==> src/tec_pkg.sv <==
// Purpose: Constants for the timer event and I/O control block
// Assumes: APB byte registers, one per aligned word
// Notes:   Offsets are indices; byte address is four times the index
package tec_pkg;
    // ------------------------------------------------------------
    // Register indices
    // ------------------------------------------------------------
    localparam logic [7:0] IDX_INPUT_EVENT_CONTROL = 8'hfa;
    localparam logic [7:0] IDX_PRESCALER_PRESET    = 8'hfb;
    localparam logic [7:0] IDX_OUTPUT_A_ACTION     = 8'hfc;
    localparam logic [7:0] IDX_OUTPUT_B_ACTION     = 8'hfd;
    localparam logic [7:0] IDX_EVENT_FLAGS         = 8'hfe;
    localparam logic [7:0] IDX_IRQ_DMA_MASK        = 8'hff;
    localparam int         ADDR_W                  = 10;

    // ------------------------------------------------------------
    // Reset values
    // ------------------------------------------------------------
    localparam logic [7:0] RST_INPUT_EVENT_CONTROL = 8'h00;
    localparam logic [7:0] RST_PRESCALER_PRESET    = 8'h00;
    localparam logic [7:0] RST_OUTPUT_ACTION       = 8'h00;
    localparam logic [7:0] RST_EVENT_FLAGS         = 8'h00;
    localparam logic [7:0] RST_IRQ_DMA_MASK        = 8'h00;
    localparam logic [7:0] RST_PRESCALER_COUNT     = 8'h00;

    // ------------------------------------------------------------
    // Field positions
    // ------------------------------------------------------------
    localparam int POS_FUNC        = 4;
    localparam int POS_EDGE_A      = 2;
    localparam int POS_EDGE_B      = 0;
    localparam int POS_ACT_CMP0    = 6;
    localparam int POS_ACT_CMP1    = 4;
    localparam int POS_ACT_WRAP    = 2;
    localparam int POS_EVENT_EN    = 1;
    localparam int POS_PRESET      = 0;
    localparam int POS_CP0         = 7;
    localparam int POS_CP1         = 6;
    localparam int POS_CM0         = 5;
    localparam int POS_CM1         = 4;
    localparam int POS_OUF         = 3;
    localparam int POS_OVR_CP0     = 2;
    localparam int POS_OVR_CM0     = 1;
    localparam int POS_COMBINE     = 0;
    localparam int POS_GLOBAL_TIMER_IRQ_ENABLE       = 7;
    localparam int POS_CP0_DMA     = 6;
    localparam int POS_CP0_IRQ     = 5;
    localparam int POS_CP1_IRQ     = 4;
    localparam int POS_CM0_DMA     = 3;
    localparam int POS_CM0_IRQ     = 2;
    localparam int POS_CM1_IRQ     = 1;
    localparam int POS_WRAP_IRQ    = 0;

    // ------------------------------------------------------------
    // Encodings
    // ------------------------------------------------------------
    localparam logic [1:0] EDGE_NONE = 2'h0;
    localparam logic [1:0] EDGE_FALL = 2'h1;
    localparam logic [1:0] EDGE_RISE = 2'h2;
    localparam logic [1:0] EDGE_BOTH = 2'h3;
    localparam logic [1:0] ACT_SET   = 2'h0;
    localparam logic [1:0] ACT_TOG   = 2'h1;
    localparam logic [1:0] ACT_CLR   = 2'h2;
    localparam logic [1:0] ACT_NOP   = 2'h3;

    // Input function codes
    localparam logic [3:0] FN_UP_DOWN_CLK = 4'h8;
    localparam logic [3:0] FN_AUTODISCR   = 4'hc;
endpackage
==> src/tec_core.sv <==
// Purpose: Timer event, prescaler and output-pin control with APB registers
// Assumes: Counter, capture and compare logic live outside and send pulses
// Notes:   Registers are bytes in the low lanes of aligned words
`timescale 1ns/10ps

// How it works
// - Each input has a two-bit edge field: none, falling, rising, both.
// - Four-bit function code assigns clock, gate, trigger or direction roles to inputs.
// - Preset writable anytime; loaded into prescaler at underflow or counter reload.
// - Reset loads prescaler with zero so it divides by one.
// - Prescaler divides its input clock by preset plus one.
// - Output A has set, toggle, clear, nop actions per event source.
// - Output B uses the same action encoding for its three sources.
// - Coinciding events on one output apply the AND of their action fields.
// - Writing bit zero presets the pin; reading it returns the pin level.
// - Compare-0 match gives one-cycle on-chip event pulse when enabled.
// - Counter wrap gives one on-chip event pulse when enabled in output B.
// - Capture-0 flag sets on capture; writing one while the flag is clear requests software capture.
// - Capture-1 flag likewise, but software capture blocked in bicapture mode.
// - Compare-0, compare-1 and wrap flags set on their events.
// - Capture-0 overrun sets on repeat request while flagged, or software capture.
// - Compare-0 overrun sets on repeat request while compare-0 flag is set.
// - Combine bit makes capture interrupt need both captures, else either.
// - Global enable gates every interrupt request of the timer.
// - DMA masks exist for capture 0 and compare 0; five interrupt masks.
module tec_core (
    input  wire logic        pclk,
    input  wire logic        presetn,
    input  wire logic        psel,
    input  wire logic        penable,
    input  wire logic        pwrite,
    input  wire logic [11:0] paddr,
    input  wire logic [31:0] pwdata,
    input  wire logic [3:0]  pstrb,
    output logic      [31:0] prdata,
    output logic             pready,
    output logic             pslverr,
    input  wire logic        timer_input_a,
    input  wire logic        timer_input_b,
    input  wire logic        prescaler_clk_en,
    input  wire logic        counter_reload,
    input  wire logic        bicapture_mode,
    input  wire logic        capture0_event,
    input  wire logic        capture1_event,
    input  wire logic        compare0_match,
    input  wire logic        compare1_match,
    input  wire logic        counter_wrap_event,
    output logic             timer_output_a,
    output logic             timer_output_b,
    output logic             counter_tick,
    output logic             input_a_event,
    output logic             input_b_event,
    output logic      [3:0]  input_function_code,
    output logic             sw_capture0_req,
    output logic             sw_capture1_req,
    output logic             onchip_event,
    output logic             capture_irq,
    output logic             compare_irq,
    output logic             wrap_irq,
    output logic             capture0_dma_req,
    output logic             compare0_dma_req
);

    // ------------------------------------------------------------
    // State
    // ------------------------------------------------------------
    typedef struct packed {
        logic [7:0]  in_ctl;
        logic [7:0]  pre_preset;
        logic [7:0]  pre_count;
        logic [7:0]  oa_ctl;
        logic [7:0]  ob_ctl;
        logic [7:0]  flags;
        logic [7:0]  mask;
        logic [1:0]  ina_sync;
        logic [1:0]  inb_sync;
        logic        ina_last;
        logic        inb_last;
        logic        out_a;
        logic        out_b;
        logic        tick;
        logic        ev_a;
        logic        ev_b;
        logic        swc0;
        logic        swc1;
        logic        onchip;
        logic        cap_irq;
        logic        cmp_irq;
        logic        wrp_irq;
        logic        cp0_dma;
        logic        cm0_dma;
        logic [31:0] rdata;
        logic        ready;
        logic        err;
    } tec_state_t;

    tec_state_t st_q;
    tec_state_t st_d;

    // ------------------------------------------------------------
    // Helpers
    // ------------------------------------------------------------
    function automatic logic edge_hit(input logic [1:0] sel, input logic now,
                                      input logic last);
        logic r;
        r = 1'b0;
        case (sel)
            tec_pkg::EDGE_FALL: r = last & ~now;
            tec_pkg::EDGE_RISE: r = ~last & now;
            tec_pkg::EDGE_BOTH: r = last ^ now;
            default:            r = 1'b0;
        endcase
        return r;
    endfunction

    // Combined action of coinciding events, then applied to the pin
    function automatic logic pin_next(input logic [7:0] ctl, input logic pin,
                                      input logic c0, input logic c1, input logic wr);
        logic [1:0] act;
        logic       r;
        act = tec_pkg::ACT_NOP;
        r   = pin;
        if (c0) act = act & ctl[tec_pkg::POS_ACT_CMP0 +: 2];
        if (c1) act = act & ctl[tec_pkg::POS_ACT_CMP1 +: 2];
        if (wr) act = act & ctl[tec_pkg::POS_ACT_WRAP +: 2];
        case (act)
            tec_pkg::ACT_SET: r = 1'b1;
            tec_pkg::ACT_TOG: r = ~pin;
            tec_pkg::ACT_CLR: r = 1'b0;
            default:          r = pin;
        endcase
        return r;
    endfunction

    // ------------------------------------------------------------
    // Next state
    // ------------------------------------------------------------
    localparam int         ADDR_IDX_W = 8;
    logic [ADDR_IDX_W-1:0] idx;
    logic                  access;
    logic                  wr_en;
    logic                  mapped;
    logic [7:0]            wbyte;
    logic                  in_a;
    logic                  in_b;
    logic                  underflow;
    logic [7:0]            fl;
    logic                  cp0_req;
    logic                  cm0_req;
    logic                  cap_src;

    always_comb begin
        st_d      = st_q;
        idx       = paddr[9:2];
        access    = psel & penable & ~st_q.ready;
        mapped    = (paddr[11:10] == 2'h0) && (paddr[1:0] == 2'h0) &&
                    (idx >= tec_pkg::IDX_INPUT_EVENT_CONTROL);
        wr_en     = access & pwrite & mapped & pstrb[0];
        wbyte     = pwdata[7:0];
        in_a      = st_q.ina_sync[1];
        in_b      = st_q.inb_sync[1];

        st_d.ready = access;
        st_d.err   = access & ~mapped;

        // Pin synchronisers and edge detection
        st_d.ina_sync = {st_q.ina_sync[0], timer_input_a};
        st_d.inb_sync = {st_q.inb_sync[0], timer_input_b};
        st_d.ina_last = in_a;
        st_d.inb_last = in_b;
        st_d.ev_a = edge_hit(st_q.in_ctl[tec_pkg::POS_EDGE_A +: 2], in_a,
                             st_q.ina_last);
        st_d.ev_b = edge_hit(st_q.in_ctl[tec_pkg::POS_EDGE_B +: 2], in_b,
                             st_q.inb_last);

        // Prescaler: count down from preset, tick on underflow
        underflow   = prescaler_clk_en && (st_q.pre_count == 8'h00);
        st_d.tick   = underflow;
        if (counter_reload || underflow) begin
            st_d.pre_count = st_q.pre_preset;
        end else if (prescaler_clk_en) begin
            st_d.pre_count = st_q.pre_count - 8'h01;
        end

        // Output pins
        st_d.out_a = pin_next(st_q.oa_ctl, st_q.out_a, compare0_match, compare1_match,
                              counter_wrap_event);
        st_d.out_b = pin_next(st_q.ob_ctl, st_q.out_b, compare0_match, compare1_match,
                              counter_wrap_event);

        // On-chip event pulse
        st_d.onchip = (compare0_match & st_q.oa_ctl[tec_pkg::POS_EVENT_EN])
                    | (counter_wrap_event & st_q.ob_ctl[tec_pkg::POS_EVENT_EN]);

        st_d.swc0 = 1'b0;
        st_d.swc1 = 1'b0;
        fl = st_q.flags;

        // Register writes
        if (wr_en) begin
            case (idx)
                tec_pkg::IDX_INPUT_EVENT_CONTROL: st_d.in_ctl = wbyte;
                tec_pkg::IDX_PRESCALER_PRESET:    st_d.pre_preset = wbyte;
                tec_pkg::IDX_OUTPUT_A_ACTION: begin
                    st_d.oa_ctl = wbyte;
                    st_d.out_a  = wbyte[tec_pkg::POS_PRESET];
                end
                tec_pkg::IDX_OUTPUT_B_ACTION: begin
                    st_d.ob_ctl = wbyte;
                    st_d.out_b  = wbyte[tec_pkg::POS_PRESET];
                end
                tec_pkg::IDX_EVENT_FLAGS: begin
                    // Ones on clear capture flags request captures; others write through
                    fl = wbyte;
                    fl[tec_pkg::POS_CP0] = st_q.flags[tec_pkg::POS_CP0];
                    fl[tec_pkg::POS_CP1] = st_q.flags[tec_pkg::POS_CP1];
                    if (!wbyte[tec_pkg::POS_CP0]) fl[tec_pkg::POS_CP0] = 1'b0;
                    if (!wbyte[tec_pkg::POS_CP1]) fl[tec_pkg::POS_CP1] = 1'b0;
                    if (wbyte[tec_pkg::POS_CP0] && !st_q.flags[tec_pkg::POS_CP0]) begin
                        st_d.swc0 = 1'b1;
                        fl[tec_pkg::POS_OVR_CP0] = 1'b1;
                    end
                    if (wbyte[tec_pkg::POS_CP1] && !st_q.flags[tec_pkg::POS_CP1] &&
                        !bicapture_mode) begin
                        st_d.swc1 = 1'b1;
                    end
                end
                tec_pkg::IDX_IRQ_DMA_MASK: st_d.mask = wbyte;
                default: ;
            endcase
        end

        // Hardware sets win over the write above
        cp0_req = capture0_event & (st_q.mask[tec_pkg::POS_CP0_IRQ] |
                                    st_q.mask[tec_pkg::POS_CP0_DMA]);
        cm0_req = compare0_match & (st_q.mask[tec_pkg::POS_CM0_IRQ] |
                                    st_q.mask[tec_pkg::POS_CM0_DMA]);
        if (cp0_req && st_q.flags[tec_pkg::POS_CP0]) fl[tec_pkg::POS_OVR_CP0] = 1'b1;
        if (cm0_req && st_q.flags[tec_pkg::POS_CM0]) fl[tec_pkg::POS_OVR_CM0] = 1'b1;
        if (capture0_event)     fl[tec_pkg::POS_CP0] = 1'b1;
        if (capture1_event)     fl[tec_pkg::POS_CP1] = 1'b1;
        if (compare0_match)     fl[tec_pkg::POS_CM0] = 1'b1;
        if (compare1_match)     fl[tec_pkg::POS_CM1] = 1'b1;
        if (counter_wrap_event) fl[tec_pkg::POS_OUF] = 1'b1;
        st_d.flags = fl;

        // Interrupt requests from current flags; DMA requests from this cycle's events
        cap_src = st_q.flags[tec_pkg::POS_COMBINE] ?
                  ((st_q.flags[tec_pkg::POS_CP0] & st_q.mask[tec_pkg::POS_CP0_IRQ]) &
                   (st_q.flags[tec_pkg::POS_CP1] & st_q.mask[tec_pkg::POS_CP1_IRQ])) :
                  ((st_q.flags[tec_pkg::POS_CP0] & st_q.mask[tec_pkg::POS_CP0_IRQ]) |
                   (st_q.flags[tec_pkg::POS_CP1] & st_q.mask[tec_pkg::POS_CP1_IRQ]));
        st_d.cap_irq = st_q.mask[tec_pkg::POS_GLOBAL_TIMER_IRQ_ENABLE] & cap_src;
        st_d.cmp_irq = st_q.mask[tec_pkg::POS_GLOBAL_TIMER_IRQ_ENABLE] &
                       ((st_q.flags[tec_pkg::POS_CM0] & st_q.mask[tec_pkg::POS_CM0_IRQ]) |
                        (st_q.flags[tec_pkg::POS_CM1] & st_q.mask[tec_pkg::POS_CM1_IRQ]));
        st_d.wrp_irq = st_q.mask[tec_pkg::POS_GLOBAL_TIMER_IRQ_ENABLE] & st_q.flags[tec_pkg::POS_OUF] &
                       st_q.mask[tec_pkg::POS_WRAP_IRQ];
        st_d.cp0_dma = capture0_event & st_q.mask[tec_pkg::POS_CP0_DMA];
        st_d.cm0_dma = compare0_match & st_q.mask[tec_pkg::POS_CM0_DMA];

        // Read data
        st_d.rdata = 32'h0000_0000;
        if (access && !pwrite && mapped) begin
            case (idx)
                tec_pkg::IDX_INPUT_EVENT_CONTROL: st_d.rdata[7:0] = st_q.in_ctl;
                tec_pkg::IDX_PRESCALER_PRESET:    st_d.rdata[7:0] = st_q.pre_preset;
                tec_pkg::IDX_OUTPUT_A_ACTION:
                    st_d.rdata[7:0] = {st_q.oa_ctl[7:1], st_q.out_a};
                tec_pkg::IDX_OUTPUT_B_ACTION:
                    st_d.rdata[7:0] = {st_q.ob_ctl[7:1], st_q.out_b};
                tec_pkg::IDX_EVENT_FLAGS:         st_d.rdata[7:0] = st_q.flags;
                tec_pkg::IDX_IRQ_DMA_MASK:        st_d.rdata[7:0] = st_q.mask;
                default: ;
            endcase
        end
    end

    // ------------------------------------------------------------
    // Registers
    // ------------------------------------------------------------
    always_ff @(posedge pclk or negedge presetn) begin
        if (!presetn) begin
            st_q            <= '0;
            st_q.in_ctl     <= tec_pkg::RST_INPUT_EVENT_CONTROL;
            st_q.pre_preset <= tec_pkg::RST_PRESCALER_PRESET;
            st_q.pre_count  <= tec_pkg::RST_PRESCALER_COUNT;
            st_q.oa_ctl     <= tec_pkg::RST_OUTPUT_ACTION;
            st_q.ob_ctl     <= tec_pkg::RST_OUTPUT_ACTION;
            st_q.flags      <= tec_pkg::RST_EVENT_FLAGS;
            st_q.mask       <= tec_pkg::RST_IRQ_DMA_MASK;
        end else begin
            st_q <= st_d;
        end
    end

    // Input roles decoded outside; code passed on as stored
    assign input_function_code = st_q.in_ctl[tec_pkg::POS_FUNC +: 4];
    assign prdata           = st_q.rdata;
    assign pready           = st_q.ready;
    assign pslverr          = st_q.err;
    assign timer_output_a   = st_q.out_a;
    assign timer_output_b   = st_q.out_b;
    assign counter_tick     = st_q.tick;
    assign input_a_event    = st_q.ev_a;
    assign input_b_event    = st_q.ev_b;
    assign sw_capture0_req  = st_q.swc0;
    assign sw_capture1_req  = st_q.swc1;
    assign onchip_event     = st_q.onchip;
    assign capture_irq      = st_q.cap_irq;
    assign compare_irq      = st_q.cmp_irq;
    assign wrap_irq         = st_q.wrp_irq;
    assign capture0_dma_req = st_q.cp0_dma;
    assign compare0_dma_req = st_q.cm0_dma;

endmodule

==> config.mk <==
export PLATFORM = sky130hd
export DESIGN_NAME = tec_core
export DESIGN_NICKNAME = d
export VERILOG_FILES = /design/src/tec_pkg.sv /design/src/tec_core.sv
export SDC_FILE = /design/constraint.sdc
export NUM_CORES = 1
export LEC_CHECK = 0
export BUFFER_PORTS_ARGS = -buffer_cell sky130_fd_sc_hd__buf_2
export CORE_MARGIN = 3
export CORE_UTILIZATION = 25
export CTS_CLUSTER_DIAMETER = 80
export DETAILED_ROUTE_END_ITERATION = 8
export PLACE_DENSITY = 0.49
export SETUP_SLACK_MARGIN = 0.4
export SLEW_MARGIN = 40
export SYNTH_ARGS = -nofsm -noshare
export SYNTH_HDL_FRONTEND = slang
export SYNTH_SLANG_ARGS = --single-unit
==> constraint.sdc <==
create_clock -name pclk -period 5.8 [get_ports pclk]
set_input_delay 0 -clock pclk [delete_from_list [all_inputs] [get_ports pclk]]
set_output_delay 0 -clock pclk [all_outputs]
set_load 0.005 [all_outputs]
==> results.yml, run 1 <==
placed_design:
  place_ws_ns: 3.41
  gp_congestion: 0.823
  numPortBuffers: 62
  dpl.hpwl_mm: 7.38
worst_hold_path:
  hp-class: "input pin to flop"
cts:
  insertion_delay_ns: 0.34
  cts.sinks: 83
  cts_tree: "built"
  cts_buffer_depth: 2
  clkSlewWorstSetupHoldPaths_ns: 0.06
  cts-htree-levels: 3
  cts_made_buffers: 9
  cts_root_buffer: "clkbuf_16"
critical_path:
  end_kind: "flop"
  startpoint: "pready"
  r2r_cells: 6
  r2r-start: "pready"
  crit_type: "flop to flop"
  cp_data_required_time_ns: 6.08
  endpoint: "sw_capture1_req"
  rrSetupSlack_ns: 3.18
  crit_arrival_ns: 2.90
  cp_max_fo: 4
  worst_setup_path_start_kind: "flop"
  r2r_end: "sw_capture1_req"
yosys:
  synth_area_leaders: "dfrtp_1 50%, mux2_2 10%, buf_4 6.5%, mux2i_1 4.6%, mux2_4 2.5%"
  synth-edff-count: 0
  netlist.area_leader.share_pct: 50.3
  yosys.area.top_type: "dfrtp_1"
  ys_ff_latch: 83
  synthCells: 367
  ys_async_sr_fraction_pct: 100
  synth.most_common_cell: "dfrtp_1"
  synth_ff_type: "dfrtp_1"
  yosysUniqueCellTypes: 47
  syn_avg_cell_area_sq_um: 11.2
  netlist_area_sq_um: 4130
  synth-seq-area-share_pct: 50.3
  yosysWarnings: 0
  synth_commonest_cells: "83 x dfrtp_1, 37 x mux2_2, 36 x buf_4"
pwr:
  powerDensity_nw_per_um2: 248
  p_leak_nw: 2.41
  ir_drop_v: 0.000134
global_route:
  grt_pass1_vias: 2981
  grt_first_pass_wirelength_mm: 16.2
  grt_usage_pct: 11.7
  grt_max_degree: 84
  antenna_found_initial: 0
  overflow: 0
floorplanning:
  design.core.area_sq_um: 16000
  io_pins: 114
  die_w_microns: 134
  rows: 46
  die_h_microns: 134
  fp.dieArea_sq_um: 18100
  initial_core_util_pct: 25.8
finish:
  fin_nets: 504
  fill_cells: 1669
  area_growth_pct: 19.8
  drive_gt1_share_pct: 29.2
  diodes: 0
sta:
  worst_pin_slew_ns: 0.702
  slew_headroom_pct: 53.2
  fin_crit_sh_pct: 45.2
  hold_viol_final: 1
  rsz0062_at_grt: "false"
  max_freq_mhz: 382
  fin_ws_ns: 3.18
  whs_ns: -0.000915
  finalClockSkew_ns: 0.00989
  setup_violations: 0
  fin_setup_tns_ns: 0
  slew_viol_final: 0
  period_needed_ns: 2.62
run:
  cap_violations: 0
detailed_routing:
  vias_per_cell: 4.41
  avgRoutedWirePerCell_microns: 15.5
  drtIter0Drc: 161
  ant_nets: 0
  remaining_drc_errors: 0
  vias: 2888
  routed_wl_mm: 10.2
  drt_pre_antenna_iters: 4
status:
  status: "finished, violations left"
  violations: "hold timing"
how the worst min path moves through the flow:
stage	from	endpoint	cells after the start
2_1_floorplan	presetn	capture0_dma_req	0
3_3_place_gp	timer_input_b	st_d[50]	1
3_5_place_dp	timer_input_b	st_d[50]	1
4_1_cts	pwdata[3]	st_q[104]	2
5_1_grt	pwdata[3]	st_q[104]	2
6_report	pwdata[5]	st_q[98]	2
cells in the final DEF (no fill, tap or decap), types with 6 or more instances in the layout:
| master | synthesis | layout |
|---|---|---|
| nor2_1 | 25 | 25 |
| mux2_2 | 37 | 37 |
| a21oi_1 | 19 | 19 |
| or3_1 | 6 | 6 |
| mux2_4 | 7 | 7 |
| o22ai_1 | 7 | 7 |
| o21ai_0 | 10 | 10 |
| mux2i_1 | 19 | 19 |
| conb_1 | 1 | 24 |
| clkbuf_16 | 0 | 9 |
| nand3_1 | 6 | 6 |
| inv_1 | 12 | 12 |
| dfrtp_1 | 83 | 83 |
| nand2b_1 | 10 | 10 |
| nand2_1 | 18 | 18 |
| buf_2 | 0 | 61 |
| dlygate4sd3_1 | 0 | 18 |
| a31oi_1 | 7 | 7 |
stage by stage:
step	hold slack [ns]	cell area (sq um)	power, mW	util [%]	instances
2_1_floorplan	-0.296	4210	0.664	-	390
3_3_place_gp	0.112	4490	0.696	28.1	623
3_5_place_dp	0.111	4490	0.699	28.1	623
4_1_cts	0.00185	4940	1.24	30.9	655
5_1_grt	0.0223	4940	1.28	30.9	655
6_report	-0.000915	4940	1.23	30.9	655
per-layer routing:
metal	up-vias	global-route usage [%]	wire (microns)
met1	1422	14.9	4600
met5	-	0	0
met4	0	5.26	236
met3	12	2.76	588
met2	88	19.1	4730
li1	1366	-	-
kinds of logic after synthesis:
kind of cell               Yosys count  share of synthesized area (%)
and+or+nand+nor                     92                           11.9
DFF                                 83                           50.3
muxes                               64                           17.5
buffers and inverters               58                           8.73
AOI/OAI and AO/OA                   57                           8.43
xor gates and xnor gates             7                           1.49
adders and majority gates            5                           1.52
other                                1                         0.0908
worst max-delay path: stages (launching register included):
cell,delay (ns)
dfrtp_1,0.37
nand3b_1,0.21
or3_1,0.38
or3_1,0.33
or3_1,0.43
nor4b_1,0.25
dlygate4sd3_1,0.58
state kept, by name (all words and copies together) (netlist names):
signal,count
st_q,52
capture_irq,1
input_a_event,1
timer_output_b,1
prdata,8
sw_capture1_req,1
pslverr,1
timer_output_a,1
st_d,2
input_b_event,1
counter_tick,1
pready,1
compare0_dma_req,1
wrap_irq,1
input_function_code,4
in_b,1
compare_irq,1
capture0_dma_req,1
onchip_event,1
in_a,1
sw_capture0_req,1
power breakdown:
group | switching [mW] | total, mW | internal, mW
Combinational | 0.0585 | 0.0976 | 0.0391
Sequential | 0.00793 | 0.597 | 0.589
Clock | 0.223 | 0.531 | 0.308
Total | 0.289 | 1.23 | 0.936
area by class of cell:
class	count	area (sq um)	area share (%)
inverters	12	45.0	0.911
clock inverters	2	12.5	0.253
multi-input cells	249	1780	35.9
well taps	216	270	5.47
clock buffers	12	256	5.19
flip-flops and latches	83	2080	42.0
repair buffers	81	507	10.2
what timing repair did:
action | CTS | global route
hold buffers | 18 | 0
hold endpoints to repair | 108 | 0
gates resized for setup | 0 | 0
buffers inserted | 0 | 0
Power figures use the tool's default switching activity.
==> run 2, diff against run 1 <==
--- a/config.mk
+++ b/config.mk
@@ -10,7 +10,7 @@
 export CORE_UTILIZATION = 25
 export CTS_CLUSTER_DIAMETER = 80
 export DETAILED_ROUTE_END_ITERATION = 8
-export PLACE_DENSITY = 0.49
+export PLACE_DENSITY = 0.51
 export SETUP_SLACK_MARGIN = 0.4
 export SLEW_MARGIN = 40
 export SYNTH_ARGS = -nofsm -noshare
==> constraint.sdc (replaced) <==
create_clock -name pclk -period 2.3 [get_ports pclk]
set_input_delay 0 -clock pclk [delete_from_list [all_inputs] [get_ports pclk]]
set_output_delay 0 -clock pclk [all_outputs]
set_load 0.005 [all_outputs]
==> run 2 against run 1 <==
Global-route usage increased by 0.088 points. Die area unchanged. Non-clock buffer count increased by 11. Sequential share of layout area decreased by 1.7 points. Critical path type unchanged. Sequential power increased to 2.5 times the previous value. Critical path depth decreased by 1. Count of clock-buffer cells in the layout unchanged. Total power increased to 2.7 times the previous value. Utilization increased by 1.3 points. The run now ends clean.
==> results.yml, run 2 (same netlist as run 1, synthesis figures left out) <==
status:
  status: "finished, final reports clean"
placed_design:
  place_ws_ns: 0.206
  dpl.hpwl_mm: 7.59
  numPortBuffers: 62
  gp_congestion: 0.803
  dp.cells: 632
worst_hold_path:
  hp-class: "input pin to flop"
  worstHoldPathCells: 3
  whs_endpoint: "st_q[85]"
  hold_start: "prescaler_clk_en"
floorplanning:
  design.core.area_sq_um: 16000
  die_w_microns: 134
  die_h_microns: 134
  rows: 46
  initial_core_util_pct: 25.8
  io_pins: 114
  fp.dieArea_sq_um: 18100
cts:
  insertion_delay_ns: 0.34
  cts_root_buffer: "clkbuf_16"
  cts-htree-levels: 3
  cts.sinks: 83
  cts_tree: "built"
  cts_made_buffers: 9
  cts_buffer_depth: 2
  clkSlewWorstSetupHoldPaths_ns: 0.06
finish:
  regMostFlops: "st_q"
  multiInputGateArea_sq_um: 1840
  area_growth_pct: 24.7
  fill_cells: 1670
  instances_no_fill: 669
  layout_commonest_cell: "dfrtp_1"
  ff_latch_area_sq_um: 2080
  fin_nets: 515
  largest_register_ffs: 52
  layout_common_cells: "83 x dfrtp_1, 61 x buf_2, 37 x mux2_2"
  drive_gt1_share_pct: 34.5
detailed_routing:
  remaining_drc_errors: 0
  drt_pre_antenna_iters: 4
  routed_wl_mm: 10.4
  avgRoutedWirePerCell_microns: 15.5
  drtIter0Drc: 170
  vias: 2927
  ant_nets: 0
  top_layer_used: "met4"
  wl_met3_microns: 466
  vias_per_cell: 4.38
  dr_wl_met2_mm: 5.29
  met1_length_mm: 4.49
pwr:
  ir_drop_v: 0.000324
  powerDensity_nw_per_um2: 652
  p_leak_nw: 2.53
global_route:
  grt_usage_pct: 11.8
  antenna_found_initial: 0
  overflow: 0
  grt_first_pass_wirelength_mm: 16.5
  grt_pass1_vias: 3042
  grt_max_degree: 47
critical_path:
  r2r_cells: 5
  crit_arrival_ns: 2.22
  r2r-start: "pready"
  rrSetupSlack_ns: 0.32
  crit_type: "flop to flop"
  r2r_end: "sw_capture1_req"
  cp_data_required_time_ns: 2.54
  worst_setup_path_start_kind: "flop"
  cp_max_fo: 4
  end_kind: "flop"
sta:
  period_needed_ns: 1.98
  setup_violations: 0
  whs_ns: 0.00875
  slew_viol_final: 0
  fin_crit_sh_pct: 86.1
  max_freq_mhz: 505
  hold_viol_final: 0
  slew_headroom_pct: 58.5
  fin_ws_ns: 0.319
  rsz0062_at_grt: "true"
  finalClockSkew_ns: 0.00742
  worst_pin_slew_ns: 0.622
  fin_setup_tns_ns: 0
run:
  cap_violations: 0
[run 2: changes by cell type in the layout (fill, tap and decap cells not counted), sizes merged]
cell	before	now
buf	62	80
bufinv	0	2
clkbuf	13	12
diode	0	1
dlygate4sd3	18	12
[run 2: final cells by class]
cell class | count | area share, %
clock buffer | 12 | 4.98
multi-input combinational | 249 | 35.8
timing repair buffer | 92 | 11.3
clock inverter | 4 | 1.41
antenna | 1 | 0.0486
tap | 216 | 5.25
inverter | 12 | 0.875
sequential | 83 | 40.3
[run 2: per-layer routing]
metal / vias to the layer above / global-route usage, %
met5: - / 0
met1: 1463 / 15.5
met3: 12 / 2.24
met4: 0 / 4.19
li1: 1396 / -
met2: 56 / 19.6
[run 2: power by group]
part	leakage, nW	total [mW]	internal (mW)	switching (mW)
clock network	0.159	1.58	1.01	0.572
logic	1.27	0.273	0.114	0.159
registers	1.10	1.51	1.48	0.0207
total	2.53	3.36	2.61	0.751
[run 2: how the worst max path moves through the flow]
stage | start | endpoint | cells past startpoint
finish | pready | sw_capture1_req | 5
global route | pready | sw_capture1_req | 5
CTS | pready | sw_capture1_req | 5
detailed placement | paddr[11] | input_function_code[3] | 6
global placement | paddr[11] | input_function_code[3] | 6
floorplan | paddr[11] | input_function_code[3] | 6
[run 2: timing repair]
item,in CTS,in global routing
resized for setup,4,5
hold buffers,12,0
setup buffers,4,4
gates cloned,0,0
pin swaps,1,2
endpoints found under the setup margin,18,38
hold endpoints to repair,71,0
[run 2: worst max-delay path: stages (launching register included)]
cell and delay, ns:
dfrtp_1 0.37, nand3b_1 0.21, or3_1 0.38, or3_4 0.34
or3_4 0.36, nor4b_4 0.22
[run 2: through the flow]
| stage | util (%) | power, mW | instance area (sq um) |
|---|---|---|---|
| 2_1_floorplan | - | 1.68 | 4230 |
| 3_3_place_gp | 28.7 | 1.77 | 4590 |
| 3_5_place_dp | 28.7 | 1.77 | 4590 |
| 4_1_cts | 31.8 | 3.39 | 5090 |
| 5_1_grt | 32.2 | 3.50 | 5150 |
| 6_report | 32.2 | 3.36 | 5150 |
